[config.mk]
export PLATFORM = sky130hd
export DESIGN_NAME = eic_top
export DESIGN_NICKNAME = d
export VERILOG_FILES = /design/src/eic_pkg.sv /design/src/eic_top.sv
export VERILOG_INCLUDE_DIRS = /design/src /design/src/src
export SDC_FILE = /design/constraint.sdc
export NUM_CORES = 1
export LEC_CHECK = 0
export BUFFER_PORTS_ARGS = -buffer_cell sky130_fd_sc_hd__buf_2
export CORE_ASPECT_RATIO = 1.75
export CORE_MARGIN = 1
export CORE_UTILIZATION = 40
export CTS_CLUSTER_SIZE = 30
export DETAILED_ROUTE_END_ITERATION = 7
export SLEW_MARGIN = 20
export SYNTH_ARGS = -nofsm -noshare
export SYNTH_HDL_FRONTEND = slang
export SYNTH_SLANG_ARGS = --single-unit
[constraint.sdc]
create_clock -name clk -period 7.2 [get_ports clk]
set_clock_uncertainty 0.2 [all_clocks]
set_input_delay 0.36 -clock clk [delete_from_list [all_inputs] [get_ports clk]]
set_output_delay 0.36 -clock clk [all_outputs]
set_load 0.01 [all_outputs]
[src/eic_params.svh]
// Purpose: constants of the external interrupt control block
// Assumes: 8-bit register port, 25 MHz clock
// Notes: offsets are word indices on the plain register port
`ifndef EIC_PARAMS_SVH
`define EIC_PARAMS_SVH
`define EIC_ADDR_W 4
`define EIC_OFF_CTRL 4'h0
`define EIC_OFF_STAT 4'h1
`define EIC_OFF_MASK 4'h2
`define EIC_OFF_HALT 4'h3
`define EIC_OFF_PEND 4'h4
`define EIC_CTRL_RST 8'h00
`define EIC_BIT_TLE 0
`define EIC_BIT_TLS 1
`define EIC_BIT_IPA 2
`define EIC_BIT_IPB 5
`define EIC_BIT_IS2 3
`define EIC_BIT_IS1 6
`define EIC_HALT_PINS 6'h2F
`define EIC_NSRC 6
`define EIC_SRC_TOP 5
`define EIC_HALT_RST 6'h00
`define EIC_MASK_RST 6'h00
`define EIC_LVL3 2'h3
`endif

[src/eic_pkg.sv]
// Purpose: types of the external interrupt control block
// Assumes: constants come from eic_params.svh
// Notes: source index 0 is lowest hardware priority
package eic_pkg;
  typedef enum logic [1:0] {
    EIC_SENSE_FALL_LOW,
    EIC_SENSE_RISE,
    EIC_SENSE_FALL,
    EIC_SENSE_BOTH
  } eic_sense_e;
  typedef struct packed {
    logic [1:0] portb_sense_field;
    logic portb_polarity_invert;
    logic [1:0] porta_portf_sense_field;
    logic porta_polarity_invert;
    logic top_level_edge_select;
    logic top_level_irq_enable;
  } eic_ctrl_s;
  typedef struct packed {
    logic [3:0] addr;
    logic [7:0] wdata;
    logic wr;
    logic rd;
  } eic_bus_s;
  typedef enum logic [1:0] {
    EIC_RUN,
    EIC_WAIT,
    EIC_HALT,
    EIC_HALT_EXIT
  } eic_pwr_e;
endpackage : eic_pkg

[src/eic_top.sv]
// Purpose: external interrupt sense, priority and low-power wake control
// Assumes: pins and cpu signals synchronous to clk; cpu gives mask level and service handshake
// Notes: sources 0..5 = three port pin groups, portf, timer, top level; higher index wins
`timescale 1ns/1ps
`include "eic_params.svh"

// How it works
// [RQ1] portb sense field picks portb triggers
// [RQ2] portb polarity bit inverts low-nibble trigger
// [RQ3] second field picks porta and portf triggers
// [RQ4] porta polarity bit inverts porta trigger
// [RQ5] sense and polarity writable only at level 3
// [RQ6] edge select changes only while disabled
// [RQ7] enable bit gates top-level pin detection
// [RQ8] clearing enable may raise one spurious request
// [RQ9] control register resets to zero
// [RQ10] any pending unmasked source ends wait
// [RQ11] only halt-capable sources end halt
// [RQ12] first service after halt is halt-capable
// [RQ13] other sources wait for that first service
// [RQ14] fixed priority top level above sources zero..four
// [RQ15] concurrent mode forbids preemption, nested allows
// [RQ16] pins synchronised, edges from consecutive samples
// [RQ17] level codes keep requesting while level holds
module eic_top import eic_pkg::*; #(
  parameter int NSRC = `EIC_NSRC
) (
  input wire logic clk,
  input wire logic sys_rst,
  input wire eic_bus_s bus,
  output logic [7:0] rdata,
  input wire logic porta_low_nibble_irq,
  input wire logic portf_irq,
  input wire logic portb_low_nibble_irq,
  input wire logic portb_high_nibble_irq,
  input wire logic top_level_interrupt,
  input wire logic timer_irq,
  input wire logic cpu_mask_bit_high,
  input wire logic cpu_mask_bit_low,
  input wire logic nested_mode,
  input wire logic wait_enter,
  input wire logic halt_enter,
  input wire logic service_ack,
  input wire logic service_done,
  output logic [2:0] irq_vector,
  output logic irq_req,
  output logic cpu_wake,
  output logic irq
);
  eic_ctrl_s ctrl_q;
  logic [NSRC-1:0] stat_q;
  logic [NSRC-1:0] mask_q;
  logic [NSRC-1:0] halt_cap_q;
  logic [NSRC-1:0] pin_s0_q;
  logic [NSRC-1:0] pin_s1_q;
  logic [NSRC-1:0] pin_prev_q;
  logic [NSRC-1:0] hit;
  logic [NSRC-1:0] elig;
  logic [NSRC-1:0] pins;
  logic [1:0] sense [NSRC];
  logic [NSRC-1:0] inv;
  logic tle_fall;
  logic lvl3;
  logic busy_q;
  logic [2:0] active_q;
  logic [2:0] win;
  logic win_ok;
  eic_pwr_e pwr_q;
  logic first_halt_q;

  assign lvl3 = {cpu_mask_bit_high, cpu_mask_bit_low} == `EIC_LVL3;
  assign pins = {top_level_interrupt, timer_irq, porta_low_nibble_irq, portf_irq,
                 portb_low_nibble_irq, portb_high_nibble_irq};

  // source map: 0 portb high, 1 portb low, 2 portf, 3 porta low, 4 timer, 5 top level
  always_comb begin
    sense[0] = ctrl_q.portb_sense_field; // see [RQ1]
    sense[1] = ctrl_q.portb_sense_field;
    sense[2] = ctrl_q.porta_portf_sense_field; // see [RQ3]
    sense[3] = ctrl_q.porta_portf_sense_field;
    sense[4] = EIC_SENSE_RISE;
    sense[5] = ctrl_q.top_level_edge_select ? EIC_SENSE_RISE : EIC_SENSE_FALL; // see [RQ6]
    inv = '0;
    inv[1] = ctrl_q.portb_polarity_invert; // see [RQ2]
    inv[3] = ctrl_q.porta_polarity_invert; // see [RQ4]
  end

  // clearing the enable while the pin sits at its active level lets one request through
  assign tle_fall = ctrl_q.top_level_irq_enable && bus.wr && bus.addr == `EIC_OFF_CTRL &&
                    !bus.wdata[`EIC_BIT_TLE] && (pin_s1_q[`EIC_SRC_TOP] == ctrl_q.top_level_edge_select); // see [RQ8]

  always_ff @(posedge clk) begin
    if (sys_rst) begin
      pin_s0_q <= '0;
      pin_s1_q <= '0;
      pin_prev_q <= '0;
    end else begin
      pin_s0_q <= pins; // see [RQ16]
      pin_s1_q <= pin_s0_q;
      pin_prev_q <= pin_s1_q;
    end
  end

  genvar gi;
  generate
    for (gi = 0; gi < NSRC; gi++) begin : g_det
      logic cur;
      logic prv;
      logic rise;
      logic fall;
      always_comb begin
        // inversion swaps the roles of the two levels, so both-edge code stays both
        cur = pin_s1_q[gi] ^ inv[gi];
        prv = pin_prev_q[gi] ^ inv[gi];
        rise = cur && !prv; // see [RQ16]
        fall = !cur && prv;
        hit[gi] = 1'b0;
        // the timer source runs through the same detector with a fixed rising code
        case (sense[gi])
          EIC_SENSE_FALL_LOW: hit[gi] = !cur; // see [RQ17]
          EIC_SENSE_RISE: hit[gi] = rise;
          EIC_SENSE_FALL: hit[gi] = fall;
          EIC_SENSE_BOTH: hit[gi] = rise || fall;
          default: hit[gi] = 1'b0;
        endcase
        if (gi == `EIC_SRC_TOP) begin
          hit[gi] = (hit[gi] && ctrl_q.top_level_irq_enable) || tle_fall; // see [RQ7]
        end
      end
    end
  endgenerate

  always_ff @(posedge clk) begin
    if (sys_rst) begin
      ctrl_q <= `EIC_CTRL_RST; // see [RQ9]
    end else if (bus.wr && bus.addr == `EIC_OFF_CTRL) begin
      if (lvl3) begin
        ctrl_q.portb_sense_field <= bus.wdata[`EIC_BIT_IS1 +: 2]; // see [RQ5]
        ctrl_q.portb_polarity_invert <= bus.wdata[`EIC_BIT_IPB];
        ctrl_q.porta_portf_sense_field <= bus.wdata[`EIC_BIT_IS2 +: 2];
        ctrl_q.porta_polarity_invert <= bus.wdata[`EIC_BIT_IPA];
      end
      if (!ctrl_q.top_level_irq_enable) begin
        ctrl_q.top_level_edge_select <= bus.wdata[`EIC_BIT_TLS]; // see [RQ6]
      end
      ctrl_q.top_level_irq_enable <= bus.wdata[`EIC_BIT_TLE]; // see [RQ7]
    end
  end

  always_ff @(posedge clk) begin
    if (sys_rst) begin
      mask_q <= `EIC_MASK_RST;
      halt_cap_q <= `EIC_HALT_RST;
    end else if (bus.wr) begin
      if (bus.addr == `EIC_OFF_MASK) begin
        mask_q <= bus.wdata[NSRC-1:0];
      end
      if (bus.addr == `EIC_OFF_HALT) begin
        halt_cap_q <= bus.wdata[NSRC-1:0];
      end
    end
  end

  // pending flags: hardware set wins over write-one-to-clear and over service ack
  always_ff @(posedge clk) begin
    if (sys_rst) begin
      stat_q <= '0;
    end else begin
      for (int i = 0; i < NSRC; i++) begin
        if (hit[i]) begin
          stat_q[i] <= 1'b1;
        end else if ((bus.wr && bus.addr == `EIC_OFF_STAT && bus.wdata[i]) ||
                     (service_ack && irq_req && win == 3'(i))) begin
          stat_q[i] <= 1'b0;
        end
      end
    end
  end

  // external pins always leave halt; timer only if software marks it halt-capable
  always_comb begin
    elig = stat_q & mask_q;
    if (pwr_q == EIC_HALT || first_halt_q) begin
      elig = elig & (halt_cap_q | NSRC'(`EIC_HALT_PINS)); // see [RQ11] see [RQ12] see [RQ13]
    end
  end

  always_comb begin
    win = '0;
    win_ok = 1'b0;
    for (int i = 0; i < NSRC; i++) begin
      if (elig[i]) begin
        win = 3'(i); // see [RQ14]
        win_ok = 1'b1;
      end
    end
  end

  // concurrent mode holds requests while a service runs; nested only lets higher ones in
  assign irq_req = win_ok && pwr_q != EIC_HALT &&
                   (!busy_q || (nested_mode && win > active_q)); // see [RQ15]
  assign irq_vector = win;
  assign irq = |(stat_q & mask_q);

  always_ff @(posedge clk) begin
    if (sys_rst) begin
      busy_q <= 1'b0;
      active_q <= '0;
    end else if (service_ack && irq_req) begin
      busy_q <= 1'b1;
      active_q <= win;
    end else if (service_done) begin
      busy_q <= 1'b0;
    end
  end

  always_ff @(posedge clk) begin
    if (sys_rst) begin
      pwr_q <= EIC_RUN;
      first_halt_q <= 1'b0;
      cpu_wake <= 1'b0;
    end else begin
      cpu_wake <= 1'b0;
      case (pwr_q)
        EIC_RUN: begin
          if (halt_enter) begin
            pwr_q <= EIC_HALT;
          end else if (wait_enter) begin
            pwr_q <= EIC_WAIT;
          end
          if (first_halt_q && service_done) begin
            first_halt_q <= 1'b0; // see [RQ13]
          end
        end
        EIC_WAIT: begin
          if (|(stat_q & mask_q)) begin
            pwr_q <= EIC_RUN; // see [RQ10]
            cpu_wake <= 1'b1;
          end
        end
        EIC_HALT: begin
          if (win_ok) begin
            pwr_q <= EIC_RUN; // see [RQ11]
            cpu_wake <= 1'b1;
            first_halt_q <= 1'b1;
          end
        end
        default: pwr_q <= EIC_RUN;
      endcase
    end
  end

  always_ff @(posedge clk) begin
    if (sys_rst) begin
      rdata <= '0;
    end else if (bus.rd) begin
      case (bus.addr)
        `EIC_OFF_CTRL: rdata <= ctrl_q;
        `EIC_OFF_STAT: rdata <= 8'(stat_q);
        `EIC_OFF_MASK: rdata <= 8'(mask_q);
        `EIC_OFF_HALT: rdata <= 8'(halt_cap_q);
        `EIC_OFF_PEND: rdata <= {busy_q, first_halt_q, pwr_q, 1'b0, active_q};
        default: rdata <= 8'h00;
      endcase
    end else begin
      rdata <= 8'h00;
    end
  end
endmodule : eic_top

## Word level (Yosys, flattened, before mapping)

Cells that the tools add are included.

- Reduce and logical (&&, ||, !) cells: 84
- Muxes and demuxes: 44
- Multiply operators: 0
- Div/mod/pow operators: 0
- Equality and inequality tests: 27
- Bitwise operators: 8
- Add/subtract/negate cells: 0
- Order comparisons: 1
- Shift operators: 0

Operators with widths:

| kind | count |
|---|---|
| $pmux W8 S5 | 1 |
| $logic_and A1 B1 Y1 | 35 |
| $mux W1 | 25 |
| $pmux W1 S4 | 5 |
| $eq A2 B2 Y1 const B | 8 |
| $reduce_bool A2 Y1 | 8 |
| $logic_or A1 B1 Y1 | 14 |
| $logic_not A1 Y1 | 13 |
| $and A6 B6 Y6 | 2 |
| $mux W3 | 4 |
| $mux W2 | 5 |
| $eq A2 B1 Y1 const B | 4 |
| $eq A4 B2 Y1 const B | 2 |
| $logic_not A2 Y1 | 4 |
| $ne A2 B2 Y1 const B | 4 |
| $reduce_and A2 Y1 | 4 |
| $eq A3 B2 Y1 const B | 2 |
| $eq A3 B3 Y1 const B | 2 |
| $mux W6 | 1 |
| $pmux W2 S3 | 1 |
| $reduce_and A3 Y1 | 2 |
| $reduce_or A6 Y1 | 1 |
| $eq A4 B1 Y1 const B | 1 |
| $eq A4 B3 Y1 const B | 1 |
| 10 further kinds | 15 |

- Word-level logic and storage cells: 187
- Latch bits: 0
- Output and inout port bits: 14
- Register bits after elaboration: 60
- Input port bits: 29
- ROM bits: 0
- Bits in writable memories: 0
- Memories kept: 0

## Depth between registers and ports, before layout

- Depth in word-level cells: 17
- Gate-level depth with buffers: 12
- Gate-level depth less buffers: 11

## Worst setup path after synthesis

No wires, ideal clock.

- Path type: register -> output
- Start: reg pwr_q[0]
- End: out irq_req
- Arrival time: 2.344 ns
- Path buffers: 1
- Path slack: 4.296 ns
- Data required time: 6.640 ns
- Stages on the path, launching flop included: 12
- Cell sequence: dfxtp_1 > inv_1 > ha_1 > buf_6 > o21bai_1 > a21o_1 > nor2_1 > ha_1 > nand3_1 > o21ai_0 > o32a_1 > nor2_1

- Elaborated cells on any way between the ends: 20

RTL lines:

| item | line | RTL |
|---|---|---|
| from (decl) | eic_top.sv:68 | `eic_pwr_e pwr_q;` |
| from (signal assigned) | eic_top.sv:219 | `pwr_q <= EIC_RUN;` |
| from (signal assigned) | eic_top.sv:227 | `pwr_q <= EIC_HALT;` |
| from (signal assigned) | eic_top.sv:229 | `pwr_q <= EIC_WAIT;` |
| $eq A2 B2 Y1 * | eic_top.sv:183 | `if (pwr_q == EIC_HALT \|\| first_halt_q) begin` |
| $logic_or A1 B1 Y1 * | eic_top.sv:183 |  |
| $mux W6 * | eic_top.sv:183 |  |
| $mux W3 (2 in a row) | eic_top.sv:192 | `if (elig[i]) begin` |
| $mux W3 * | eic_top.sv:192 |  |
| named net irq_vector[2] | eic_top.sv:45 | `output logic [2:0] irq_vector,` |
| $gt A3 B3 Y1 * | eic_top.sv:201 | `(!busy_q \|\| (nested_mode && win > active_q));` |
| $logic_and A1 B1 Y1 * | eic_top.sv:201 |  |
| $logic_or A1 B1 Y1 * | eic_top.sv:201 |  |
| $logic_and A1 B1 Y1 * | eic_top.sv:200 | `assign irq_req = win_ok && pwr_q != EIC_HALT &&` |
| to (decl) | eic_top.sv:46 | `output logic irq_req,` |

Mark *: on every way through the listed nets, which the timed path passes. The rest lies on a longest branch.

## Worst setup path in the final report

- Start: reg pwr_q[0]
- End: out irq_req

- Word-level cells in the longest chain between the ends: 12
- Elaborated cells on any way between the ends: 20

RTL lines:

| item | line |
|---|---|
| $eq A2 B2 Y1 | eic_top.sv:183 |
| $logic_or A1 B1 Y1 | eic_top.sv:183 |
| $mux W6 | eic_top.sv:183 |
| $mux W1 | eic_top.sv:192 |
| $mux W3 (4 in a row) | eic_top.sv:192 |
| $gt A3 B3 Y1 | eic_top.sv:201 |
| $logic_and A1 B1 Y1 | eic_top.sv:201 |
| $logic_or A1 B1 Y1 | eic_top.sv:201 |
| $logic_and A1 B1 Y1 * | eic_top.sv:200 |

Every way passes the cells marked *; elsewhere a longest branch is shown, timed or not.

==> impl_metrics.ini <==
[status]
status = finished, final reports clean

[detailed_routing]
wl_um = 6980
vias_per_cell = 5.63
final_antenna_net_count = 0
first_pass_iters = 4
wl_per_cell_um = 15.7
drt_iter0_drc = 189
num_vias = 2507
drcViolationCount = 0

[cells_and_area]
post-route-cell-area_mm2 = 0.00345
area_growth_pct = 19.3
fin_util_pct = 50.0
num_antenna_cells = 0
nets = 401
drive_gt1_share_pct = 21.3

[logic_synthesis]
netlist_area_mm2 = 0.00290
synth_cell_types = 57
synthFlopType = dfxtp_1
ys_seq_elements = 60
yosys_warnings = 0
syn-num-nets = 358
synth_edf_count = 0
synth_cells = 315
ys_seq_area_share_pct = 41.5
syn_area_per_cell_um2 = 9.19
ys_async_sr_fraction_pct = 0

[die]
row_count = 40
ioPinCount = 43
start_util_pct = 41.9
design.core.area_mm2 = 0.00691
die_area_mm2 = 0.00760
fp.dieH_um = 115
fp.dieW_um = 66.3

[clock_network]
insertion_delay_ns = 0.33
htreeDepth = 3
clk_pin_slew_ns = 0.05
holdBufCountCts = 0
cts_setup_buffers = 0
cts_resized = 0
cts.sinks = 60
cts-root-buf = clkbuf_16
cts_buffers = 9
clk_path_buf_depth = 2
cts_tree = yes

[global_routing]
grt_pass1_wl_um = 11600
grt.total_usage_pct = 20.8
grt_max_degree = 49
antenna_found_initial = 0
grt_pass1_vias = 2425
gr-total-overflow = 0

[place]
dp_slack_ns = 4.11
dp_hpwl_um = 5140
place_area_mm2 = 0.00316
gp_congestion = 0.929
port_buffers = 42

[pwr]
p_leak_uw = 0.00145
p_per_area_mw_per_mm2 = 245
ir_drop_uv = 132

[timing]
worst_slack_ns = 3.75
max_freq_mhz = 290
finalCriticalPeriod_ns = 3.45
hold_viol_final = 0
worstMarginPinSlew_ns = 0.662
setup_viol = 0
hold_ws_ns = 0.0401
rsz0062_at_grt = false
slew-limit-headroom_pct = 55.7
drv_slew = 0
fin_crit_sh_pct = 47.9
fin_tns_setup_ns = 0

[critical_path]
crit_path_cell_trace = inv_1 -> ha_1 -> o21bai_1 -> a21o_1 -> nor2_1 -> ha_1 -> a211oi_1 -> o32a_1 -> nor2_1 -> buf_2
r2r_start = pwr_q[0]$_SDFFE_PP0P_
cp-endpoint = irq_req
startpoint_type = flop
critPathKind = flop to output pin
crit_path_end_kind = output pin
arrival_ns = 2.89
reg2reg_to = stat_q[1]$_SDFFE_PP0P_
crit_slowest_cell = dfxtp_1
startpoint = pwr_q[0]$_SDFFE_PP0P_
critical_path_peak_fanout = 8
r2r.worst_path.cells = 11
cp_slowest_stage_delay_ns = 0.37
reg2reg_slack_ns = 4.04
worst_ep_required_time_ns = 6.64

[run]
max_cap_violations = 0

[hold_path]
hold_path_class = input port to flop
-- synth_stat cells (3+ instances only) --
cell type | n | area share, %
ha_1 | 14 | 6.1
mux2i_1 | 8 | 2.8
clkbuf_1 | 7 | 0.91
a21o_1 | 3 | 0.78
o21ai_0 | 5 | 0.86
a22oi_1 | 10 | 2.6
nand3_1 | 22 | 3.8
buf_2 | 3 | 0.52
dfxtp_1 | 60 | 41
nand2_1 | 28 | 3.6
a31oi_1 | 6 | 1.3
a21oi_1 | 25 | 4.3
a222oi_1 | 5 | 1.7
nand2b_1 | 4 | 0.86
inv_1 | 20 | 2.6
nor2_1 | 17 | 2.2
xnor2_1 | 4 | 1.2
nor2b_1 | 20 | 4.3
-- state kept, by name, indices dropped and copies added (netlist names) --
signal	flops
stat_q	6
pin_s1_q	6
first_halt_q	1
halt_cap_q	6
pin_prev_q	6
pin_s0_q	6
pwr_q	2
cpu_wake	1
mask_q	6
ctrl_q	8
busy_q	1
active_q	3
rdata	8
-- layer usage --
layer / vias up / GRT usage (%) / part of all wire, % / wire length (um)
met3: 19 / 5.68 / 4.1 / 284
met4: 0 / 10.8 / 2.7 / 189
li1: 1211 / - / - / -
met1: 1210 / 22.5 / 39 / 2720
met5: - / 0 / 0 / 0
met2: 67 / 36.1 / 54 / 3790
-- layout make-up --
class                      count  area [um2]
timing repair buffer          45         233
sequential                    60        1200
inverter                      20        75.1
clock inverter                 2        35.0
clock buffer                  12         256
tap                           84         105
multi-input combinational    222        1550
fill                         672        3450
-- critical path: cells and delay by family, from the launching register on --
| kind | cells | cell delay (ns) |
|---|---|---|
| DFF | 1 | 0.37 |
| and+or+nand+nor | 2 | 0.16 |
| adders and majority gates | 2 | 0.63 |
| AOI/OAI and AO/OA | 4 | 1.17 |
| buffers and inverters | 2 | 0.23 |
-- cell usage in the layout, fill, tap and decap left out, drive strengths merged, types with 2 or more instances in the layout --
cell type,instances
nor2b,20
dfxtp,60
a22oi,11
xor2,2
and2,3
buf,45
o21a,2
o21ai,7
xnor2,4
nand2,30
nor4b,3
a222oi,5
and3,2
inv,20
mux2i,8
nand4,3
nor3,3
nor2,19
mux4,2
nand2b,5
a21o,3
a31oi,6
nand3,22
nand3b,2
nor4,4
clkbuf,12
a221oi,2
ha,14
a211oi,2
a21oi,25
-- report_power, final --
group          switching (uW)  internal (uW)
clock network             136            281
registers                7.59            343
logic                    46.2           31.6
-- logic make-up (layout without fill, tap and decap cells) --
logic type | Yosys count | in the layout | share of synthesized area [%]
flops | 60 | 60 | 41.5
compound gates | 74 | 74 | 17.8
simple gates | 118 | 118 | 23.5
mux | 10 | 10 | 4.32
buf+inv | 33 | 79 | 5.06
xor+xnor | 6 | 6 | 1.82
fa+ha+maj | 14 | 14 | 6.05
-- through the flow --
step                      std cells  total power [uW]
final                           445               846
after global routing            445               883
after CTS                       445               856
after detailed placement        431               435
after global placement          431               434
after floorplan                 315               409
-- how the worst min path moves through the flow --
stage | start | end | cells past startpoint
floorplan | pin_s0_q[0]$_SDFF_PP0_ | pin_s1_q[0]$_SDFF_PP0_ | 1
global placement | pin_s0_q[4]$_SDFF_PP0_ | pin_s1_q[4]$_SDFF_PP0_ | 1
detailed placement | pin_s0_q[2]$_SDFF_PP0_ | pin_s1_q[2]$_SDFF_PP0_ | 1
CTS | top_level_interrupt | pin_s0_q[5]$_SDFF_PP0_ | 2
global route | portf_irq | pin_s0_q[2]$_SDFF_PP0_ | 2
finish | timer_irq | pin_s0_q[4]$_SDFF_PP0_ | 2
(Power assumes the default switching activity.)
